`src/rtl/acr_params.svh`:
```
// Register map, field layout, reset values and timing constants
`ifndef ACR_PARAMS_SVH
`define ACR_PARAMS_SVH

`define ACR_OFF_CLK 12'h000
`define ACR_OFF_MOD0 12'h004
`define ACR_OFF_MOD1 12'h008
`define ACR_OFF_STAT 12'h00c

`define ACR_CLK_RESET 8'h80
`define ACR_HOLD_MSB 7
`define ACR_HOLD_LSB 4
`define ACR_PRE_MSB 2
`define ACR_PRE_LSB 0
`define ACR_MOD0_START 0
`define ACR_MOD1_REFON 7

`define ACR_HOLD_8 4'h8
`define ACR_HOLD_24 4'ha
`define ACR_HOLD_32 4'hb
`define ACR_HOLD_64 4'h3
`define ACR_HOLD_128 4'hc
`define ACR_HOLD_512 4'hd

`define ACR_CYC_8 10'h008
`define ACR_CYC_24 10'h018
`define ACR_CYC_32 10'h020
`define ACR_CYC_64 10'h040
`define ACR_CYC_128 10'h080
`define ACR_CYC_512 10'h200

`define ACR_CONV_TAIL 10'h026
`define ACR_CONV_MIN 10'h02e
`define ACR_PRE_MAX 3'h4
`define ACR_DIV_SLOW 5'h10

`endif

```
`src/rtl/acr_pkg.sv`:
```
// Types shared by the conversion clock block
package acr_pkg;
    typedef enum logic [1:0] {
        acr_idle,
        acr_sample,
        acr_convert
    } acr_state_type;
endpackage

```
`src/rtl/acr_prescaler.sv`:
```
// Main clock divider producing the conversion clock tick
`timescale 1ns/100ps
`include "acr_params.svh"
module acr_prescaler
    import acr_pkg::*;
#(
    parameter int DIV_BITS = 4
) (
    input wire logic pclk,
    input wire logic presetn,
    input wire logic [2:0] select,
    output logic tick
);
    logic [DIV_BITS-1:0] count;
    logic [DIV_BITS-1:0] limit;
    logic wrap;

    // Reserved codes fall back to the slowest divider, the safe side
    assign limit = (select > `ACR_PRE_MAX) ? {DIV_BITS{1'b1}} :
        DIV_BITS'((5'h01 << select) - 5'h01);
    assign wrap = (count >= limit);

    always_ff @(posedge pclk or negedge presetn) begin
        if (!presetn) begin
            count <= '0;
            tick <= 1'b0;
        end else begin
            count <= wrap ? '0 : count + 1'b1;
            tick <= wrap;
        end
    end

    // Select 000 ticks every cycle once out of reset
    a_tick_undivided: assert property (
        @(posedge pclk) disable iff (!presetn)
        (presetn && select == 3'h0) [*2] |-> tick)
        else $error("undivided clock missed a tick");
endmodule // acr_prescaler

```
`src/rtl/acr_top.sv`:
```
// Conversion clock, sample-hold timing and reference control over APB
//
// Our own choices: the address map and the APB slave port.
`timescale 1ns/100ps
`include "acr_params.svh"
module acr_top
    import acr_pkg::*;
#(
    parameter int CNT_BITS = 10
) (
    input wire logic pclk,
    input wire logic presetn,
    input wire logic psel,
    input wire logic penable,
    input wire logic pwrite,
    input wire logic [11:0] paddr,
    input wire logic [31:0] pwdata,
    output logic [31:0] prdata,
    output logic pready,
    output logic pslverr,
    output logic reference_enable,
    output logic sample_hold,
    output logic converter_busy,
    output logic conversion_clock_tick,
    output logic conversion_done
);
    logic [7:0] conversion_clock_setting;
    logic [7:0] next_clock_setting;
    logic [CNT_BITS-1:0] count;
    logic [CNT_BITS-1:0] hold_clocks;
    logic [CNT_BITS-1:0] next_count;
    acr_state_type state;
    acr_state_type next_state;
    logic tick;
    logic access;
    logic wr;
    logic rd;
    logic hit_clk;
    logic hit_mod0;
    logic hit_mod1;
    logic hit_stat;
    logic mapped;
    logic start_req;
    logic next_done;
    logic [31:0] read_mux;

    function automatic logic [CNT_BITS-1:0] hold_decode(input logic [3:0] c);
        case (c)
            `ACR_HOLD_8: hold_decode = CNT_BITS'(`ACR_CYC_8);
            `ACR_HOLD_24: hold_decode = CNT_BITS'(`ACR_CYC_24);
            `ACR_HOLD_32: hold_decode = CNT_BITS'(`ACR_CYC_32);
            `ACR_HOLD_64: hold_decode = CNT_BITS'(`ACR_CYC_64);
            `ACR_HOLD_128: hold_decode = CNT_BITS'(`ACR_CYC_128);
            `ACR_HOLD_512: hold_decode = CNT_BITS'(`ACR_CYC_512);
            // Reserved codes take the shortest hold, keeping 46 minimum
            default: hold_decode = CNT_BITS'(`ACR_CYC_8);
        endcase
    endfunction

    // Divide ratio per prescaler code; reserved codes run slowest
    function automatic logic [4:0] divide_of(input logic [2:0] s);
        divide_of = (s > `ACR_PRE_MAX) ? `ACR_DIV_SLOW : 5'h01 << s;
    endfunction

    acr_prescaler #(
        .DIV_BITS(4)
    ) u_prescaler (
        .pclk(pclk),
        .presetn(presetn),
        .select(conversion_clock_setting[`ACR_PRE_MSB:`ACR_PRE_LSB]),
        .tick(tick)
    );

    // Zero wait state slave: every access completes in its access phase
    assign access = psel && penable;
    assign wr = access && pwrite;
    assign rd = access && !pwrite;
    assign hit_clk = (paddr == `ACR_OFF_CLK);
    assign hit_mod0 = (paddr == `ACR_OFF_MOD0);
    assign hit_mod1 = (paddr == `ACR_OFF_MOD1);
    assign hit_stat = (paddr == `ACR_OFF_STAT);
    assign mapped = hit_clk || hit_mod0 || hit_mod1 || hit_stat;

    assign next_clock_setting = (wr && hit_clk) ?
        {pwdata[`ACR_HOLD_MSB:`ACR_HOLD_LSB], 1'b0,
        pwdata[`ACR_PRE_MSB:`ACR_PRE_LSB]} : conversion_clock_setting;

    assign start_req = wr && hit_mod0 && pwdata[`ACR_MOD0_START];

    assign hold_clocks = hold_decode(
        conversion_clock_setting[`ACR_HOLD_MSB:`ACR_HOLD_LSB]);

    always_comb begin
        next_state = state;
        next_count = count;
        next_done = 1'b0;
        case (state)
            acr_idle: begin
                if (start_req) begin
                    next_state = acr_sample;
                    next_count = hold_clocks;
                end
            end
            acr_sample: begin
                if (tick) begin
                    if (count == CNT_BITS'(1)) begin
                        next_state = acr_convert;
                        next_count = CNT_BITS'(`ACR_CONV_TAIL);
                    end else begin
                        next_count = count - 1'b1;
                    end
                end
            end
            acr_convert: begin
                if (tick) begin
                    if (count == CNT_BITS'(1)) begin
                        next_state = acr_idle;
                        next_count = '0;
                        next_done = 1'b1;
                    end else begin
                        next_count = count - 1'b1;
                    end
                end
            end
            default: begin
                next_state = acr_idle;
                next_count = '0;
            end
        endcase
    end

    assign read_mux = hit_clk ? {24'h000000, conversion_clock_setting} :
        hit_mod1 ? {24'h000000, reference_enable, 7'h00} :
        hit_stat ? {30'h0, converter_busy, sample_hold} :
        32'h00000000;

    always_ff @(posedge pclk or negedge presetn) begin
        if (!presetn) begin
            conversion_clock_setting <= `ACR_CLK_RESET;
            reference_enable <= 1'b0;
            state <= acr_idle;
            count <= '0;
        end else begin
            conversion_clock_setting <= next_clock_setting;
            if (wr && hit_mod1) begin
                reference_enable <= pwdata[`ACR_MOD1_REFON];
            end
            state <= next_state;
            count <= next_count;
        end
    end

    always_ff @(posedge pclk or negedge presetn) begin
        if (!presetn) begin
            prdata <= 32'h00000000;
            pready <= 1'b0;
            pslverr <= 1'b0;
            sample_hold <= 1'b0;
            converter_busy <= 1'b0;
            conversion_clock_tick <= 1'b0;
            conversion_done <= 1'b0;
        end else begin
            // Ready one cycle into setup so the access phase ends at once
            pready <= psel && !penable;
            pslverr <= psel && !penable && !mapped;
            prdata <= (psel && !penable) ? read_mux : prdata;
            sample_hold <= (next_state == acr_sample);
            converter_busy <= (next_state != acr_idle);
            conversion_clock_tick <= tick;
            conversion_done <= next_done;
        end
    end

    // minimum conversion length, counted in conversion clocks
    logic [CNT_BITS:0] conv_ticks;
    always_ff @(posedge pclk or negedge presetn) begin
        if (!presetn) begin
            conv_ticks <= '0;
        end else if (state == acr_idle) begin
            conv_ticks <= '0;
        end else if (tick) begin
            conv_ticks <= conv_ticks + 1'b1;
        end
    end

    // tick spacing, judged only once the field has settled
    logic [4:0] tick_gap;
    logic [4:0] pre_age;
    logic tick_seen;
    always_ff @(posedge pclk or negedge presetn) begin
        if (!presetn) begin
            tick_gap <= '0;
            pre_age <= '0;
            tick_seen <= 1'b0;
        end else begin
            tick_gap <= tick ? 5'h01 : tick_gap + 1'b1;
            tick_seen <= tick_seen || tick;
            if (wr && hit_clk) begin
                pre_age <= '0;
            end else if (!(&pre_age)) begin
                pre_age <= pre_age + 1'b1;
            end
        end
    end

    a_conv_min_len: assert property (
        @(posedge pclk) disable iff (!presetn)
        next_done |-> (conv_ticks + 1'b1) >= (CNT_BITS+1)'(`ACR_CONV_MIN))
        else $error("conversion ended before 46 clocks");

    a_conv_exact_len: assert property (
        @(posedge pclk) disable iff (!presetn)
        next_done |-> (conv_ticks + 1'b1) ==
            (CNT_BITS+1)'(hold_clocks) + (CNT_BITS+1)'(`ACR_CONV_TAIL))
        else $error("conversion length not hold plus tail");

    a_hold_load: assert property (
        @(posedge pclk) disable iff (!presetn)
        (state == acr_idle && start_req) |=> (count == $past(hold_clocks)))
        else $error("hold count not loaded from field");

    a_bit3_zero: assert property (
        @(posedge pclk) disable iff (!presetn)
        conversion_clock_setting[3] == 1'b0)
        else $error("clock setting bit 3 not zero");

    a_ref_write: assert property (
        @(posedge pclk) disable iff (!presetn)
        (wr && hit_mod1) |=>
            reference_enable == $past(pwdata[`ACR_MOD1_REFON]))
        else $error("reference enable did not follow write");

    a_start_launch: assert property (
        @(posedge pclk) disable iff (!presetn)
        (state == acr_idle && start_req) |=> converter_busy && sample_hold)
        else $error("start write did not launch conversion");

    a_pre_write: assert property (
        @(posedge pclk) disable iff (!presetn)
        (wr && hit_clk) |=>
            conversion_clock_setting[2:0] == $past(pwdata[2:0]))
        else $error("prescaler field not written");

    a_hold_write: assert property (
        @(posedge pclk) disable iff (!presetn)
        (wr && hit_clk) |=>
            conversion_clock_setting[`ACR_HOLD_MSB:`ACR_HOLD_LSB] ==
            $past(pwdata[`ACR_HOLD_MSB:`ACR_HOLD_LSB]))
        else $error("hold field not written");

    a_hold_len: assert property (
        @(posedge pclk) disable iff (!presetn)
        (state == acr_sample && next_state == acr_convert) |->
            (conv_ticks + 1'b1) == (CNT_BITS+1)'(hold_clocks))
        else $error("sample hold phase not the selected length");

    a_tail_load: assert property (
        @(posedge pclk) disable iff (!presetn)
        (state == acr_sample && next_state == acr_convert) |=>
            count == CNT_BITS'(`ACR_CONV_TAIL))
        else $error("tail count not loaded after sample hold");

    a_done_pulse: assert property (
        @(posedge pclk) disable iff (!presetn)
        conversion_done |-> !converter_busy ##1 !conversion_done)
        else $error("done not a single cycle at end of busy");

    a_tick_rate: assert property (
        @(posedge pclk) disable iff (!presetn)
        (tick && tick_seen && (&pre_age)) |-> tick_gap ==
            divide_of(conversion_clock_setting[`ACR_PRE_MSB:`ACR_PRE_LSB]))
        else $error("conversion clock period differs from divider");

    a_bit3_read: assert property (
        @(posedge pclk) disable iff (!presetn)
        (psel && !penable && hit_clk) |=> prdata[3] == 1'b0)
        else $error("clock setting bit 3 read back as one");

    a_unmapped_err: assert property (
        @(posedge pclk) disable iff (!presetn)
        (psel && !penable && !mapped) |=> pslverr && prdata == 32'h00000000)
        else $error("unmapped access not refused");

    a_read_quiet: assert property (
        @(posedge pclk) disable iff (!presetn)
        rd |=> $stable(conversion_clock_setting) &&
            $stable(reference_enable))
        else $error("read access changed a register");

    a_apb_ready: assert property (@(posedge pclk) disable iff (!presetn)
        (psel && !penable) |=> pready)
        else $error("access phase not answered"); 
endmodule // acr_top

```
`config.mk`:
```
export PLATFORM = sky130hd
export DESIGN_NAME = acr_top
export DESIGN_NICKNAME = d
export VERILOG_FILES = /design/src/rtl/acr_pkg.sv /design/src/rtl/acr_prescaler.sv /design/src/rtl/acr_top.sv
export VERILOG_INCLUDE_DIRS = /design/src /design/src/rtl
export SDC_FILE = /design/constraint.sdc
export NUM_CORES = 1
export LEC_CHECK = 0
export BUFFER_PORTS_ARGS = -buffer_cell sky130_fd_sc_hd__buf_2
export CAP_MARGIN = 15
export CORE_ASPECT_RATIO = 2
export CORE_UTILIZATION = 30
export CTS_BUF_LIST = sky130_fd_sc_hd__clkbuf_8
export DETAILED_ROUTE_END_ITERATION = 6
export PLACE_DENSITY = 0.64
export SKIP_LAST_GASP = 1
export SYNTH_ARGS = -nofsm -noshare
export SYNTH_HDL_FRONTEND = slang
export SYNTH_HIERARCHICAL = 1
export SYNTH_SLANG_ARGS = --single-unit
```
`constraint.sdc`:
```
create_clock -name pclk -period 2 [get_ports pclk]
set_input_delay 0.4 -clock pclk [delete_from_list [all_inputs] [get_ports pclk]]
set_output_delay 0.4 -clock pclk [all_outputs]
set_load 0.02 [all_outputs]
```
**Word level (Yosys, flattened, before mapping)**

Index checks and enable logic that the tools add are counted.

- Add/subtract/negate cells: 3
- Order comparisons: 2
- Eq/ne operators: 15
- Shifts and indexed selects: 1
- Mux-type cells: 21
- Reduce and logical (&&, ||, !) cells: 17

Operators by type and width:

| cell | number |
|---|---|
| 10-bit two-way mux | 5 |
| 10-bit case mux with 5 select lines | 1 |
| 10-bit case mux with 3 select lines | 1 |
| 12-bit by 4-bit equality test with 1-bit output (second input constant) | 2 |
| 4-bit equality test (second input constant) | 4 |
| 8-bit two-way mux | 2 |
| 12-bit by 3-bit equality test with 1-bit output (second input constant) | 1 |
| 12-bit zero test | 1 |
| 2-bit two-way mux | 6 |
| 10-bit by 1-bit equality test with 1-bit output (second input constant) | 1 |
| 10-bit by 1-bit subtractor with 10-bit output (second input constant) | 1 |
| 1-bit logical AND | 8 |
| 4-bit two-way mux | 2 |
| 2-bit case mux with 3 select lines | 1 |
| 4-bit by 1-bit adder with 4-bit output (second input constant) | 1 |
| 2-bit by 1-bit equality test with 1-bit output (second input constant) | 2 |
| 4-bit by 2-bit equality test with 1-bit output (second input constant) | 1 |
| 4-bit >= comparator | 1 |
| 2-bit by 1-bit inequality test with 1-bit output (second input constant) | 2 |
| 1-bit by 3-bit << shifter with 4-bit output (first input constant) | 1 |
| 4-bit by 1-bit subtractor with 4-bit output (second input constant) | 1 |
| 3-bit > comparator (second input constant) | 1 |
| 1-bit logical OR | 3 |
| 1-bit two-way mux | 3 |
| other kinds (6) | 7 |

- Register bits after elaboration: 63
- Input port bits: 49
- Output and inout bits: 39
- Logic and storage cells: 72

**Logic depth before layout (Yosys ltp)**

- Word-level depth: 7
- Mapped depth: 10
- Gate-level depth less buffers: 10

**Cells and area by module**

The synthesis kept the hierarchy.

Modules (own cells, without submodules):

| module | times used | cells an instance | area an instance (µm²) | sequential area each (µm²) |
|---|---|---|---|---|
| acr_top | 1 | 208 | 1,918.1 | 827.0 |
| acr_prescaler | 1 | 36 | 364.1 | 125.1 |

**Least setup slack after synthesis**

No wires, ideal clock.

- Path type: register -> register
- From: register conversion_clock_setting[1]
- To: register u_prescaler.tick
- Setup time: 124 ps
- Arrival time: 1,961 ps
- Required time: 1,876 ps
- Slack: -86 ps
- Stages on the path, launching flop included: 10
- Path buffers: 0
- Clock period less this slack: 2,086 ps
- Cell sequence: dfrtp_1 -> or3_1 -> ha_1 -> nand3b_1 -> o21ai_0 -> o21a_1 -> ha_1 -> nand3_1 -> nand2_2 -> or2_1

- Cells in the longest elaborated chain, start to end: 4
- Elaborated cells on any way between the ends: 5
- Those cells by class: 1 x add/sub; 2 x order compare; 1 x shift; 1 x mux

Ends and longest elaborated chain:

| what | line | text |
|---|---|---|
| start, declared | acr_top.sv:27 | `logic [7:0] conversion_clock_setting;` |
| start signal, assigned | acr_top.sv:139 | `` conversion_clock_setting <= `ACR_CLK_RESET; `` |
| start signal, assigned | acr_top.sv:144 | `conversion_clock_setting <= next_clock_setting;` |
| 1-bit by 3-bit << shifter with 4-bit output | acr_prescaler.sv:20 | `DIV_BITS'((5'h01 << select) - 5'h01);` |
| 4-bit by 1-bit subtractor with 4-bit output | acr_prescaler.sv:20 |  |
| 4-bit two-way mux * | acr_prescaler.sv:19 | `` assign limit = (select > `ACR_PRE_MAX) ? {DIV_BITS{1'b1}} : `` |
| 4-bit >= comparator * | acr_prescaler.sv:21 | `assign wrap = (count >= limit);` |
| named net u_prescaler.wrap | acr_prescaler.sv:16 | `logic wrap;` |
| end signal, assigned | acr_prescaler.sv:29 | `tick <= wrap;` |
| end, declared | acr_prescaler.sv:12 | `output logic tick` |

The timed path passes the listed nets; every way through them passes the cells marked *.
A chain may end at the register's enable or synchronous reset.

**Worst setup path in the final report**

- From: register conversion_clock_setting[2]
- To: register u_prescaler.tick

Same word-level chain as after synthesis.

==> results by group <==
STA
  • Slew margin rel.: 66.5%
  • Min Tclk post-route: 2080 ps
  • Fmax: 480 MHz
  • Final setup vio count: 5
  • Post-route setup slack: -84.3 ps
  • Hold WS: 137 ps
  • Fin Clk Skew: 3.55 ps
  • Setup TNS: -396 ps
  • Final hold violation count: 0
  • Worst slew pin tran: 502 ps
  • Slew Viols, Final: 0
  • RSZ-0062 raised after global routing: true
  • Period utilization: 104%

Floorplanning
  • Die area: 0.00798 sq mm
  • Initial core utilization: 31.2%
  • Die span in x: 63.7 microns
  • I/O pin cnt: 88
  • Num rows: 44
  • Die Ht: 125 microns
  • Core Region: 0.00732 sq mm

Power and ir drop
  • Sequential power share: 49.7%
  • Switching power: 0.390 mW
  • Int Pwr: 1.17 mW
  • Power per cell area: 560 mW/mm^2
  • Clock Power Share: 42.7%
  • Final Power: 1.56 mW
  • Worst vdd ir: 0.220 mV
  • Switching Share: 25.0%
  • Logic pwr share: 7.6%
  • LEAKAGE: 1.35 nW

Clocking
  • CTS max path bufs: 2
  • CTS Buf Count: 5
  • H-tree levels: 2
  • Clock Latency Late Sink: 300 ps
  • CTS tree: built
  • Clk Tree Root Cell: clkbuf_8
  • Clock Pin Slew Worst Setup and Hold Paths: 80 ps
  • CTS sink cnt: 38

Route
  • Initial DRC Count: 78
  • Final ANT Viol Nets: 0
  • Total Wirelength: 5760 microns
  • Vias: 1965
  • Avg WL per Cell: 14.5 microns
  • DRT Pass-1 Iters: 4
  • Vias/cell: 4.95
  • DRC viols: 0

Yosys
  • Number of synthesized flops with an enable pin: 0
  • Post-synthesis cell count: 244
  • Compound-cell area share of the yosys netlist: 17.3%
  • Largest family of logic cells by synthesized area: simple AND/OR/NAND/NOR gates
  • Cell taking the most area after synthesis: dfrtp_1
  • Syn avg cell area: 9.35 sq um
  • Mapped Area: 0.00228 sq mm
  • Top cell type's share of synthesized area: 40.6%
  • Adder-cell area share of the yosys netlist: 4.39%
  • Mux share of post-synthesis cell area: 4.33%
  • Yosys warns: 6
  • Synthesized flop and latch total: 38
  • Cell with the most instances after synthesis: dfrtp_1
  • Commonest cells post-synth: dfrtp_1 (37), buf_4 (25), o21ai_0 (24)
  • Top_reg_cell synth: dfrtp_1
  • Cell variety after synth: 53
  • Top post-synthesis cells by area: dfrtp_1 (41%), buf_4 (8.2%), o21ai_0 (5.3%)
  • Sequential share of the synthesized area: 41.7%
  • Post-synthesis xor/xnor area fraction: 1.15%
  • Synthesized-area fraction occupied by and/or/nand/nor cells: 19.7%
  • Ys async rst share: 100%

Critical path
  • FF-to-FF Start: conversion_clock_setting[2]
  • Crit path capture: u_prescaler/tick
  • Critical Path AT: 2330 ps
  • Max Fanout on Critical Path: 5
  • Worst Setup SP: conversion_clock_setting[2]
  • Reg2reg end: u_prescaler/tick
  • Setup crit start kind: flop
  • Cells on worst reg2reg path: 9
  • CP required: 2250 ps
  • Reg2Reg Setup Slack: -80 ps
  • Worst setup EP type: flop
  • WS Path Type: flop to flop

Global routing
  • Initial antenna violation count: 0
  • Pin count of the biggest net entering global routing: 39
  • Tot GR Track Use: 15.5%
  • Total grt overflow: 0
  • Vias in the first global route: 2027
  • Global-route wire length before repair: 9360 microns

Placed design
  • Pre-CTS WS: -135 ps
  • Cells after DPL: 388
  • IO buf count: 37
  • Dpl hpwl: 4470 microns
  • Area after DPL: 0.00263 sq mm
  • GP Congestion: 0.931

Worst hold path
  • HP Class: primary input to async pin

Finish
  • N_diodes: 0
  • Share of layout cells above drive strength 1: 30.5%
  • Layout Utilization: 38.0%
  • Nets: 361
  • Area growth syn-to-layout: 21.9%
  • Finished Layout Cells: 397
  • Design area: 0.00278 sq mm

Status
  • Failing checks: setup timing
  • Outcome: finished with violations

Run
  • Maximum Capacitance Violations: 0
## state kept, by name, summed over array words and instances (netlist names)
name and flops:
conversion_clock_setting 7, state 2, count 10, reference_enable 1, sample_hold 1, prdata 7, conversion_clock_tick 1, pready 1
conversion_done 1, u_prescaler/count 4, u_prescaler/tick 1, converter_busy 1, pslverr 1
## routing by layer
| layer | vias up | wire, microns | share of wire [%] | track usage, % |
|---|---|---|---|---|
| met4 | 0 | 368 | 6.4 | 13.1 |
| met3 | 25 | 227 | 3.9 | 2.46 |
| met1 | 926 | 1980 | 34 | 14.3 |
| li1 | 936 | - | - | - |
| met5 | - | 0 | 0 | 0 |
| met2 | 78 | 3180 | 55 | 28.3 |
## cell usage in the layout, fill, tap and decap left out, drive strengths merged, types with 5 or more instances in the layout
cell type  count
nor2          16
ha             8
inv           13
nand3          7
clkbuf         5
conb          25
buf           59
mux2           7
o21ai         26
nand2         23
dfrtp         37
nor4           5
nor3          10
a21oi          9
## worst min-delay path by stage
stage	startpoint	to	slack, ps	cells after the start
after floorplan	presetn	conversion_clock_setting[0]	100	0
after global placement	prdata[5]	prdata[5]	460	2
after detailed placement	prdata[5]	prdata[5]	480	2
after CTS	presetn	count[8]	160	2
after global routing	presetn	count[9]	180	2
final	presetn	count[4]	140	2
## power groups by stage
stage          registers (mW)  logic, mW  clock network [mW]
4_1_cts                 0.775      0.120               0.688
2_1_floorplan           0.793      0.102                   0
3_3_place_gp            0.790      0.117                   0
3_5_place_dp            0.790      0.120                   0
6_report                0.775      0.119               0.665
5_1_grt                 0.776      0.131               0.724
## kinds of logic (layout without fill, tap and decap cells)
kind of cell	count (synthesis)	count (layout)
AO/OA/AOI/OAI	61	61
XOR/XNOR	3	3
adder cells (fa/ha/maj)	8	8
buffers and inverters	43	80
flip-flops	38	38
multiplexers	9	9
other	1	25
AND/OR/NAND/NOR	81	81
## timing repair
item / in CTS / in global routing
setup buffers: 1 / 0
endpoints found under the setup margin: 5 / 8
pin swaps: 4 / 6
resized for setup: 4 / 2
hold buffers: 0 / 0
## critical path, stage by stage, from the launching register on
cell and delay [ps]:
dfrtp_1 380, or3_4 410, ha_4 180, nand3b_1 80, o21ai_1 80, o21a_1 200
ha_4 270, nand3_2 90, a21oi_4 210, or2_1 130
## cell type report
cell class	count	area (sq um)
sequential	38	952
timing repair buffer	59	350
clock inverter	3	40.0
clock buffer	5	68.8
multi-input combinational	187	1210
inverter	13	48.8
tap	92	115
fill	740	4540
(Power assumes the default switching activity.)
